==> config.mk <==
export PLATFORM = sky130hd
export DESIGN_NAME = mmc_ctrl
export DESIGN_NICKNAME = d
export VERILOG_FILES = /design/src/rtl/mmc_pkg.sv /design/src/rtl/mmc_ctrl.sv /design/src/rtl/mmc_serial_watch.sv
export SDC_FILE = /design/constraint.sdc
export NUM_CORES = 1
export LEC_CHECK = 0
export BUFFER_PORTS_ARGS = -buffer_cell sky130_fd_sc_hd__buf_2
export CAP_MARGIN = 20
export CORE_MARGIN = 2
export CORE_UTILIZATION = 62
export CTS_BUF_LIST = sky130_fd_sc_hd__clkbuf_2 sky130_fd_sc_hd__clkbuf_4 sky130_fd_sc_hd__clkbuf_8
export DETAILED_ROUTE_END_ITERATION = 8
export HOLD_SLACK_MARGIN = 0.12
export PLACE_DENSITY = 0.83
export SLEW_MARGIN = 10
export SYNTH_ARGS = -nofsm -noshare
export SYNTH_HDL_FRONTEND = slang
export SYNTH_SLANG_ARGS = --single-unit
==> constraint.sdc <==
create_clock -name clk_sys -period 2.55 [get_ports clk_sys]
set_input_delay 0.51 -clock clk_sys [delete_from_list [all_inputs] [get_ports clk_sys]]
set_output_delay 0.51 -clock clk_sys [all_outputs]
set_load 0.005 [all_outputs]
==> src/rtl/mmc_pkg.sv <==
// Shared constants for the module management control block
package mmc_pkg;

    // ------------------------------------------------------------
    // Register port and map
    // ------------------------------------------------------------
    localparam int ADDR_W = 8;
    localparam int DATA_W = 8;
    localparam logic [ADDR_W-1:0] REG_STATUS = 8'h02;
    localparam logic [ADDR_W-1:0] REG_FLAGS = 8'h03;
    localparam logic [ADDR_W-1:0] REG_MASK = 8'h04;
    localparam logic [ADDR_W-1:0] REG_CTRL = 8'h05;
    localparam int NOT_READY_BIT = 0;
    localparam int PDOWN_BIT = 0;
    localparam int LP_PIN_BIT = 1;
    localparam int FLAG_W = 7;
    localparam int READY_EVT_BIT = 7;
    localparam logic [DATA_W-1:0] FLAGS_RESET = 8'h00;
    localparam logic [DATA_W-1:0] MASK_RESET = 8'h00;

    // ------------------------------------------------------------
    // Pins sampled from outside the clock domain
    // ------------------------------------------------------------
    localparam int PIN_N = 4;
    localparam int PIN_SEL = 3;
    localparam int PIN_MRST = 2;
    localparam int PIN_LP = 1;
    localparam int PIN_TRANSMIT_DISABLE = 0;
    localparam logic [PIN_N-1:0] PIN_RESET = 4'h9;

    // ------------------------------------------------------------
    // 2-wire bus
    // ------------------------------------------------------------
    localparam logic [6:0] SERIAL_ADDR = 7'h50;
    localparam int BYTE_BITS = 8;
    localparam int BIT_CNT_W = 4;

    // ------------------------------------------------------------
    // Timing
    // ------------------------------------------------------------
    localparam int CLK_HZ = 25_000_000;
    localparam int WAKE_TIME_MS = 300;
    localparam int WAKE_CYCLES_DEF = WAKE_TIME_MS * (CLK_HZ / 1000);
    localparam int WAKE_CNT_W = 24;

endpackage : mmc_pkg

==> src/rtl/mmc_ctrl.sv <==
// Management control: flags, interrupt, select, power-down, laser enable
// Notes on behaviour
// - Condition sets flag and raises interrupt promptly
// - Setting mask bit inhibits that flag's interrupt
// - Clearing mask bit lets flag interrupt again
// - Selected module answers serial bus promptly
// - Deselected module stops answering serial bus promptly
// - Power-down bit set enters low power
// - Power-down bit cleared returns to full function
// - Full function: not-ready cleared, interrupt raised
// - Write effects timed from falling clock after stop
// - Read effects timed from falling clock after stop
// - Transmit disable high or open turns laser off
// - Clear-on-read of flag releases interrupt promptly
//
// Added by the designer: the placing of the registers and the strobed register port.
module mmc_ctrl
    import mmc_pkg::*;
#(
    parameter int WAKE_CYCLES = WAKE_CYCLES_DEF
) (
    input wire logic clk_sys,
    input wire logic reset_n,
    input wire logic module_select_n,
    input wire logic module_reset_n,
    input wire logic low_power_pin,
    input wire logic transmit_disable,
    input wire logic scl_in,
    input wire logic sda_in,
    output logic sda_out,
    output logic sda_oe_n,
    input wire logic [FLAG_W-1:0] flag_event,
    input wire logic [ADDR_W-1:0] reg_addr,
    input wire logic [DATA_W-1:0] reg_wdata,
    input wire logic reg_wr,
    input wire logic reg_rd,
    output logic [DATA_W-1:0] reg_rdata,
    output logic interrupt_request_n,
    output logic module_present_n,
    output logic laser_enable,
    output logic low_power_state
);

    // ------------------------------------------------------------
    // Pin synchronisers
    // ------------------------------------------------------------
    logic [PIN_N-1:0] pin_meta, pin_sync;
    logic sel_n_s, mrst_n_s, lp_s, transmit_disable_s, soft_rst;

    always_ff @(posedge clk_sys or negedge reset_n) begin
        if (!reset_n) begin
            pin_meta <= PIN_RESET;
            pin_sync <= PIN_RESET;
        end else begin
            pin_meta <= {module_select_n, module_reset_n,
                         low_power_pin, transmit_disable};
            pin_sync <= pin_meta;
        end
    end

    assign sel_n_s = pin_sync[PIN_SEL];
    assign mrst_n_s = pin_sync[PIN_MRST];
    assign lp_s = pin_sync[PIN_LP];
    assign transmit_disable_s = pin_sync[PIN_TRANSMIT_DISABLE];
    assign soft_rst = ~mrst_n_s;

    // ------------------------------------------------------------
    // Serial bus watcher
    // ------------------------------------------------------------
    logic stop_fall, stop_was_read, commit_wr, commit_rd;

    mmc_serial_watch u_watch (
        .clk_sys(clk_sys),
        .reset_n(reset_n),
        .scl_in(scl_in),
        .sda_in(sda_in),
        .respond(~sel_n_s),
        .sda_out(sda_out),
        .sda_oe_n(sda_oe_n),
        .stop_fall(stop_fall),
        .stop_was_read(stop_was_read)
    );

    // Register side effects wait for the bus reference edge
    assign commit_wr = stop_fall & ~stop_was_read;
    assign commit_rd = stop_fall & stop_was_read;

    // ------------------------------------------------------------
    // Power and readiness sequence
    // ------------------------------------------------------------
    typedef enum logic [1:0] {ST_WAKING, ST_READY, ST_LOWPOWER} mmc_state_t;

    mmc_state_t state, next_state;
    logic [WAKE_CNT_W-1:0] wake_cnt, next_wake_cnt;
    logic not_ready, next_not_ready, ready_evt, lp_req, pdown;
    logic next_lp_out, next_laser;

    assign lp_req = pdown | lp_s;

    always_comb begin
        next_state = state;
        next_wake_cnt = wake_cnt;
        next_not_ready = not_ready;
        ready_evt = 1'b0;
        unique case (state)
            ST_WAKING: begin
                if (lp_req) begin
                    next_state = ST_LOWPOWER;
                end else if (wake_cnt ==
                             WAKE_CNT_W'(WAKE_CYCLES - 1)) begin
                    next_state = ST_READY;
                    next_not_ready = 1'b0;
                    ready_evt = 1'b1;
                end else begin
                    next_wake_cnt = wake_cnt + 1'b1;
                end
            end
            ST_READY: begin
                if (lp_req) begin
                    next_state = ST_LOWPOWER;
                    next_not_ready = 1'b1;
                end
            end
            ST_LOWPOWER: begin
                if (!lp_req) begin
                    next_state = ST_WAKING;
                    next_wake_cnt = '0;
                end
            end
        endcase
        if (soft_rst) begin
            next_state = ST_WAKING;
            next_wake_cnt = '0;
            next_not_ready = 1'b1;
            ready_evt = 1'b0;
        end
        next_lp_out = (next_state == ST_LOWPOWER);
        // Open input reads high through the board pull-up
        next_laser = ~transmit_disable_s;
    end

    always_ff @(posedge clk_sys or negedge reset_n) begin
        if (!reset_n) begin
            state <= ST_WAKING;
            wake_cnt <= '0;
            not_ready <= 1'b1;
            low_power_state <= 1'b0;
            laser_enable <= 1'b0;
        end else begin
            state <= next_state;
            wake_cnt <= next_wake_cnt;
            not_ready <= next_not_ready;
            low_power_state <= next_lp_out;
            laser_enable <= next_laser;
        end
    end

    // ------------------------------------------------------------
    // Registers, flags and interrupt
    // ------------------------------------------------------------
    logic [DATA_W-1:0] flags, mask, pend_mask, pend_w1c, pend_cor;
    logic [DATA_W-1:0] next_flags, next_mask, next_pend_mask;
    logic [DATA_W-1:0] next_pend_w1c, next_pend_cor, next_rdata;
    logic [DATA_W-1:0] set_evt, clr;
    logic pend_mask_v, pend_pdown, pend_pdown_v;
    logic next_pend_mask_v, next_pend_pdown, next_pend_pdown_v;
    logic next_pdown, next_int_n;

    always_comb begin
        set_evt = '0;
        set_evt[FLAG_W-1:0] = flag_event;
        set_evt[READY_EVT_BIT] = ready_evt;
        next_mask = mask;
        next_pdown = pdown;
        next_pend_mask = pend_mask;
        next_pend_mask_v = pend_mask_v;
        next_pend_pdown = pend_pdown;
        next_pend_pdown_v = pend_pdown_v;
        next_pend_w1c = pend_w1c;
        next_pend_cor = pend_cor;
        next_rdata = '0;
        clr = '0;
        if (commit_wr) begin
            if (pend_mask_v) begin
                next_mask = pend_mask;
            end
            if (pend_pdown_v) begin
                next_pdown = pend_pdown;
            end
            next_pend_mask_v = 1'b0;
            next_pend_pdown_v = 1'b0;
            next_pend_cor = pend_cor & ~pend_w1c;
            clr = pend_w1c;
            next_pend_w1c = '0;
        end
        if (commit_rd) begin
            clr = clr | pend_cor;
            next_pend_cor = '0;
        end
        if (reg_wr) begin
            unique case (reg_addr)
                REG_FLAGS: next_pend_w1c = next_pend_w1c | reg_wdata;
                REG_MASK: begin
                    next_pend_mask = reg_wdata;
                    next_pend_mask_v = 1'b1;
                end
                REG_CTRL: begin
                    next_pend_pdown = reg_wdata[PDOWN_BIT];
                    next_pend_pdown_v = 1'b1;
                end
                default: ;
            endcase
        end
        if (reg_rd) begin
            unique case (reg_addr)
                REG_STATUS: next_rdata[NOT_READY_BIT] = not_ready;
                REG_FLAGS: begin
                    next_rdata = flags;
                    // Only bits actually seen by the reader are cleared
                    next_pend_cor = next_pend_cor | (flags & ~clr);
                end
                REG_MASK: next_rdata = mask;
                REG_CTRL: begin
                    next_rdata[PDOWN_BIT] = pdown;
                    next_rdata[LP_PIN_BIT] = lp_s;
                end
                default: ;
            endcase
        end
        // A new event beats a clear in the same cycle
        next_flags = (flags & ~clr) | set_evt;
        // Unmasked pending flag drives the line low
        next_int_n = ~|(flags & ~mask);
        if (soft_rst) begin
            next_flags = FLAGS_RESET;
            next_mask = MASK_RESET;
            next_pdown = 1'b0;
            next_pend_mask_v = 1'b0;
            next_pend_pdown_v = 1'b0;
            next_pend_w1c = '0;
            next_pend_cor = '0;
        end
    end

    always_ff @(posedge clk_sys or negedge reset_n) begin
        if (!reset_n) begin
            flags <= FLAGS_RESET;
            mask <= MASK_RESET;
            pdown <= 1'b0;
            pend_mask <= MASK_RESET;
            pend_mask_v <= 1'b0;
            pend_pdown <= 1'b0;
            pend_pdown_v <= 1'b0;
            pend_w1c <= '0;
            pend_cor <= '0;
            reg_rdata <= '0;
            interrupt_request_n <= 1'b1;
        end else begin
            flags <= next_flags;
            mask <= next_mask;
            pdown <= next_pdown;
            pend_mask <= next_pend_mask;
            pend_mask_v <= next_pend_mask_v;
            pend_pdown <= next_pend_pdown;
            pend_pdown_v <= next_pend_pdown_v;
            pend_w1c <= next_pend_w1c;
            pend_cor <= next_pend_cor;
            reg_rdata <= next_rdata;
            interrupt_request_n <= next_int_n;
        end
    end

    // Presence pin is strapped low inside the module
    assign module_present_n = 1'b0;
endmodule : mmc_ctrl

==> src/rtl/mmc_serial_watch.sv <==
// 2-wire bus watcher: address acknowledge and stop reference edge
module mmc_serial_watch
    import mmc_pkg::*;
(
    input wire logic clk_sys,
    input wire logic reset_n,
    input wire logic scl_in,
    input wire logic sda_in,
    input wire logic respond,
    output logic sda_out,
    output logic sda_oe_n,
    output logic stop_fall,
    output logic stop_was_read
);

    // ------------------------------------------------------------
    // Synchronisers and edges
    // ------------------------------------------------------------
    logic scl_meta, scl_sync, scl_last;
    logic sda_meta, sda_sync, sda_last;
    logic scl_rise, scl_fall, start, stop;

    always_ff @(posedge clk_sys or negedge reset_n) begin
        if (!reset_n) begin
            scl_meta <= 1'b1;
            scl_sync <= 1'b1;
            scl_last <= 1'b1;
            sda_meta <= 1'b1;
            sda_sync <= 1'b1;
            sda_last <= 1'b1;
        end else begin
            scl_meta <= scl_in;
            scl_sync <= scl_meta;
            scl_last <= scl_sync;
            sda_meta <= sda_in;
            sda_sync <= sda_meta;
            sda_last <= sda_sync;
        end
    end

    assign scl_rise = scl_sync & ~scl_last;
    assign scl_fall = ~scl_sync & scl_last;
    assign start = scl_sync & scl_last & ~sda_sync & sda_last;
    assign stop = scl_sync & scl_last & sda_sync & ~sda_last;

    // ------------------------------------------------------------
    // Frame tracking
    // ------------------------------------------------------------
    logic in_frame, first_byte, addr_ok, rw, ack, stop_seen;
    logic next_in_frame, next_first_byte, next_addr_ok, next_rw;
    logic next_ack, next_stop_seen, next_stop_fall, next_was_read;
    logic [BIT_CNT_W-1:0] bit_cnt, next_bit_cnt;
    logic [BYTE_BITS-1:0] shreg, next_shreg;

    always_comb begin
        next_in_frame = in_frame;
        next_first_byte = first_byte;
        next_addr_ok = addr_ok;
        next_rw = rw;
        next_ack = ack;
        next_stop_seen = stop_seen;
        next_stop_fall = 1'b0;
        next_was_read = stop_was_read;
        next_bit_cnt = bit_cnt;
        next_shreg = shreg;
        if (start) begin
            next_in_frame = 1'b1;
            next_first_byte = 1'b1;
            next_addr_ok = 1'b0;
            next_ack = 1'b0;
            next_bit_cnt = '0;
        end else if (stop) begin
            // Only transfers aimed at us give a reference edge
            next_in_frame = 1'b0;
            next_ack = 1'b0;
            next_stop_seen = addr_ok;
        end else begin
            if (scl_rise && in_frame && bit_cnt <= BIT_CNT_W'(BYTE_BITS)) begin
                if (bit_cnt < BIT_CNT_W'(BYTE_BITS)) begin
                    next_shreg = {shreg[BYTE_BITS-2:0], sda_sync};
                end
                next_bit_cnt = bit_cnt + 1'b1;
            end
            if (scl_fall && stop_seen) begin
                next_stop_fall = 1'b1;
                next_stop_seen = 1'b0;
                next_was_read = rw;
            end else if (scl_fall && in_frame) begin
                if (bit_cnt == BIT_CNT_W'(BYTE_BITS)) begin
                    if (first_byte) begin
                        next_addr_ok = respond &&
                            shreg[BYTE_BITS-1:1] == SERIAL_ADDR;
                        next_rw = shreg[0];
                        next_ack = next_addr_ok;
                    end else begin
                        // Read data is not served here; bytes read as ones
                        next_ack = addr_ok & respond & ~rw;
                    end
                end else if (bit_cnt == BIT_CNT_W'(BYTE_BITS + 1)) begin
                    next_ack = 1'b0;
                    next_bit_cnt = '0;
                    next_first_byte = 1'b0;
                end
            end
        end
    end

    always_ff @(posedge clk_sys or negedge reset_n) begin
        if (!reset_n) begin
            in_frame <= 1'b0;
            first_byte <= 1'b0;
            addr_ok <= 1'b0;
            rw <= 1'b0;
            ack <= 1'b0;
            stop_seen <= 1'b0;
            stop_fall <= 1'b0;
            stop_was_read <= 1'b0;
            bit_cnt <= '0;
            shreg <= '0;
        end else begin
            in_frame <= next_in_frame;
            first_byte <= next_first_byte;
            addr_ok <= next_addr_ok;
            rw <= next_rw;
            ack <= next_ack;
            stop_seen <= next_stop_seen;
            stop_fall <= next_stop_fall;
            stop_was_read <= next_was_read;
            bit_cnt <= next_bit_cnt;
            shreg <= next_shreg;
        end
    end

    // Dropping select releases the line at once, mid-bit if need be
    assign sda_out = 1'b0;
    assign sda_oe_n = ~(ack & respond);
endmodule : mmc_serial_watch

==> flow_summary_export.csv <==
group,metric,value,unit
outcome,status,"completed",
cells_and_area,drive_gt1_frac,0.249,
drt,vias_per_cell,6.32,
timing,maxClockFrequency,0.423,GHz
timing,hold_viol_final,0,
power,p_seq_frac,0.480,
grt,grtUsageTotal,0.274,
floorplanning,core_area,8260,µm²
cts,insertion_delay,0.43,ns
hold_path,min_path_type,"in2reg",
floorplanning,ios,47,
drt,dr.pass1.iters,5,
cells_and_area,final_area,6120,µm²
synthesis,ys_seq_elements,116,
timing,min_period,2.36,ns
floorplanning,dieArea,9350,µm²
cts,clock_sinks,116,
setup_path,path_class,"reg2reg",
synthesis,yosys.area_share.adder,0.0164,
hold_path,min_from,"module_select_n",
setup_path,crit_fanout,9,
cts,cts-root-buf,"clkbuf_8",
synthesis,synth_cells,502,
cells_and_area,fillCellCount,565,
grt,antenna_found_initial,0,
timing,clock-skew-final,0.0136,ns
drt,antenna_left,0,
cts,cts_setup_buffers,0,
cts,cts_tree,"done",
drt,initialDrtViolationCount,347,
synthesis,yosysWarnings,0,
synthesis,synth_cell_types,58,
floorplanning,die_h,96.7,µm
cells_and_area,antenna_cells,0,
synthesis,ys_seq_area_frac,0.547,
drt,wl,12200,µm
power,power_switching_share,0.247,
synthesis,synth_edf_count,0,
timing,setup_viol,0,
cells_and_area,area_growth_syn_to_layout,14.8,%
synthesis,synth-xor-area-share,0,
placed_design,pre_cts_ws,0.230,ns
cells_and_area,fin_cells,675,
timing,fin_hold_ws,0.178,ns
cells_and_area,fin_nets,597,
timing,max_slew_margin,0.530,
job,cap_viol_max_count,0,
setup_path,rr_startpoint,"wake_cnt[0]$_DFFE_PN0P_",
cts,clk_path_buf_depth,2,
setup_path,cp.arrival,2.70,ns
cts,clkTransAtPathRegs,0.07,ns
power,ir_drop,0.468,mV
timing,fin_tns_setup,0,ns
grt,grt_first_pass_wirelength,20600,µm
power,p_comb_frac,0.093,
floorplanning,floorplan.rows,33,
power,clockPowerShare,0.428,
grt,grt-ovfl-total,0,
timing,maxSlewViolCount,0,
timing,rsz0062_at_grt,"false",
timing,period_share,0.927,
placed_design,portBuffers,44,
setup_path,crit_start,"wake_cnt[0]$_DFFE_PN0P_",
setup_path,critPathCaptureType,"register",
drt,route.vias.total,4267,
power,p_int,3.24,mW
power,leakagePower,2.88,nW
cts,h-tree-depth,4,
setup_path,crit_required,2.89,ns
synthesis,synthesis.area,5330,µm²
timing,setup_slack,0.185,ns
placed_design,globalplace.congestion,0.869,
synthesis,synth_mux_area_frac,0.0688,
power,fin_total_pwr,4.30,mW
synthesis,avgSynthCellArea,10.6,µm²
synthesis,synth_ff_type,"dfrtp_1",
synthesis,async_flop_share,1.00,
placed_design,dpl_cell_area,5670,µm²
power,power.density,702,nW/µm²
floorplanning,start_util,0.645,
drt,drcViolationCount,0,
synthesis,synth-compound-area-share,0.171,
cts,cts_made_buffers,17,
placed_design,dp_hpwl,8130,µm
cells_and_area,fin_util,0.741,
power,switching_power,1.06,mW
timing,worstMarginPinSlew,0.702,ns
drt,wl_per_cell,18.1,µm
synthesis,yosys.area_share.simple,0.158,
grt,grt_pass1_vias,4194,
floorplanning,die_w,96.7,µm
synthesis,synth_top_family_by_area,"compound AO/OA/AOI/OAI gates",
placed_design,dp.cells,642,
setup_path,crit_path_start_kind,"register",
grt,grt_start_max_net_pins,59,
cells in the final DEF, fill, tap and decap left out, types with 7 or more instances in the layout:
cell	n
a31oi_1	15
nand3_1	26
dfrtp_1	104
nand2_1	38
a22o_1	17
buf_4	13
nand4_1	7
nand2b_1	8
nor2_1	48
buf_2	43
o21ai_0	25
a22oi_1	8
dfstp_2	12
a21oi_1	28
ha_1	7
mux2_2	29
and3_1	10
inv_1	20
clkbuf_8	21
layer usage:
metal  GRT usage  vias to the layer above  wire length [µm]
met3      0.0701                       30               933
met4      0.0986                        0               207
met1       0.388                     2095              5250
li1            -                     1940                 -
met2       0.416                      202              5810
met5           0                        -                 0
flip-flops by register name, indices dropped and copies added (netlist names), 2 cells and up:
signal and cells:
state 2, mask 8, pin_meta 4, pend_w1c 8, pend_cor 8, pin_sync 4
pend_mask 8, wake_cnt 24, u_watch.shreg 8, u_watch.bit_cnt 4, flags 8, reg_rdata 8
worst max-delay path: stages, from the launching register on:
cell and delay, ns:
dfrtp_1 0.49, ha_1 0.28, nand4_1 0.25, nor2_1 0.34, a31o_1 0.34, nand2_1 0.29, a31oi_1 0.28
final timing paths:
kind / to / slack, ns / depth (start not counted)
setup / recovery: wake_cnt[12]$_DFFE_PN0P_ / 0.19 / 6
hold / removal: pin_meta[3]$_DFF_PN1_ / 0.18 / 1
setup reg to reg: wake_cnt[12]$_DFFE_PN0P_ / 0.19 / 6
hold reg to reg: pin_sync[2]$_DFF_PN0_ / 0.35 / 0
max in group asynchronous: interrupt_request_n$_DFF_PN1_ / 1.19 / 3
min in group asynchronous: wake_cnt[17]$_DFFE_PN0P_ / 0.62 / 2
power by group through the flow:
stage / Sequential (mW) / Combinational, mW / Clock (mW)
after detailed placement: 2.09 / 0.392 / 0
after global routing: 2.07 / 0.445 / 1.95
after global placement: 2.08 / 0.372 / 0
after CTS: 2.06 / 0.400 / 1.85
final: 2.06 / 0.398 / 1.84
after floorplan: 2.05 / 0.264 / 0
synth_stat cells, drive strengths merged, types with 2 or more instances:
cell / count / area share
dfrtp: 104 / 0.49
nor2: 48 / 0.034
nand2: 38 / 0.027
mux2: 29 / 0.061
a21oi: 28 / 0.026
nand3: 26 / 0.024
o21ai: 25 / 0.023
inv: 20 / 0.014
a22o: 17 / 0.028
a31oi: 15 / 0.018
clkbuf: 12 / 0.0087
dfstp: 12 / 0.059
buf: 11 / 0.015
and3: 10 / 0.012
a22oi: 8 / 0.011
nand2b: 8 / 0.0094
nand4: 8 / 0.011
ha: 7 / 0.016
nor3: 7 / 0.0085
nor4: 7 / 0.011
a211o: 6 / 0.0099
a21o: 5 / 0.0070
o211ai: 5 / 0.0070
mux2i: 4 / 0.0075
o22ai: 4 / 0.0047
a211oi: 3 / 0.0042
a31o: 3 / 0.0049
o21a: 3 / 0.0042
or2: 3 / 0.0035
a41oi: 2 / 0.0033
and2: 2 / 0.0028
and4: 2 / 0.0033
nor2b: 2 / 0.0023
or3: 2 / 0.0023
or4: 2 / 0.0028
area by class of cell:
type	count	area [µm²]	area share
sequential	116	2920	0.477
timing repair buffer	58	343	0.0560
inverter	20	75.1	0.0123
multi-input combinational	344	2210	0.362
tap	105	131	0.0215
clock buffer	24	312	0.0509
clock inverter	8	124	0.0202
logic make-up after synthesis:
| family | after synthesis |
|---|---|
| other | 1 |
| and+or+nand+nor | 168 |
| AOI/OAI and AO/OA | 134 |
| DFF | 116 |
| adders and majority gates | 7 |
| buffers and inverters | 43 |
| muxes | 33 |
timing repair:
| item | CTS | global route |
|---|---|---|
| hold endpoints to repair | 34 | 0 |
| resized for setup | 0 | 0 |
| hold buffers | 1 | 0 |
Power figures use the tool's default switching activity.
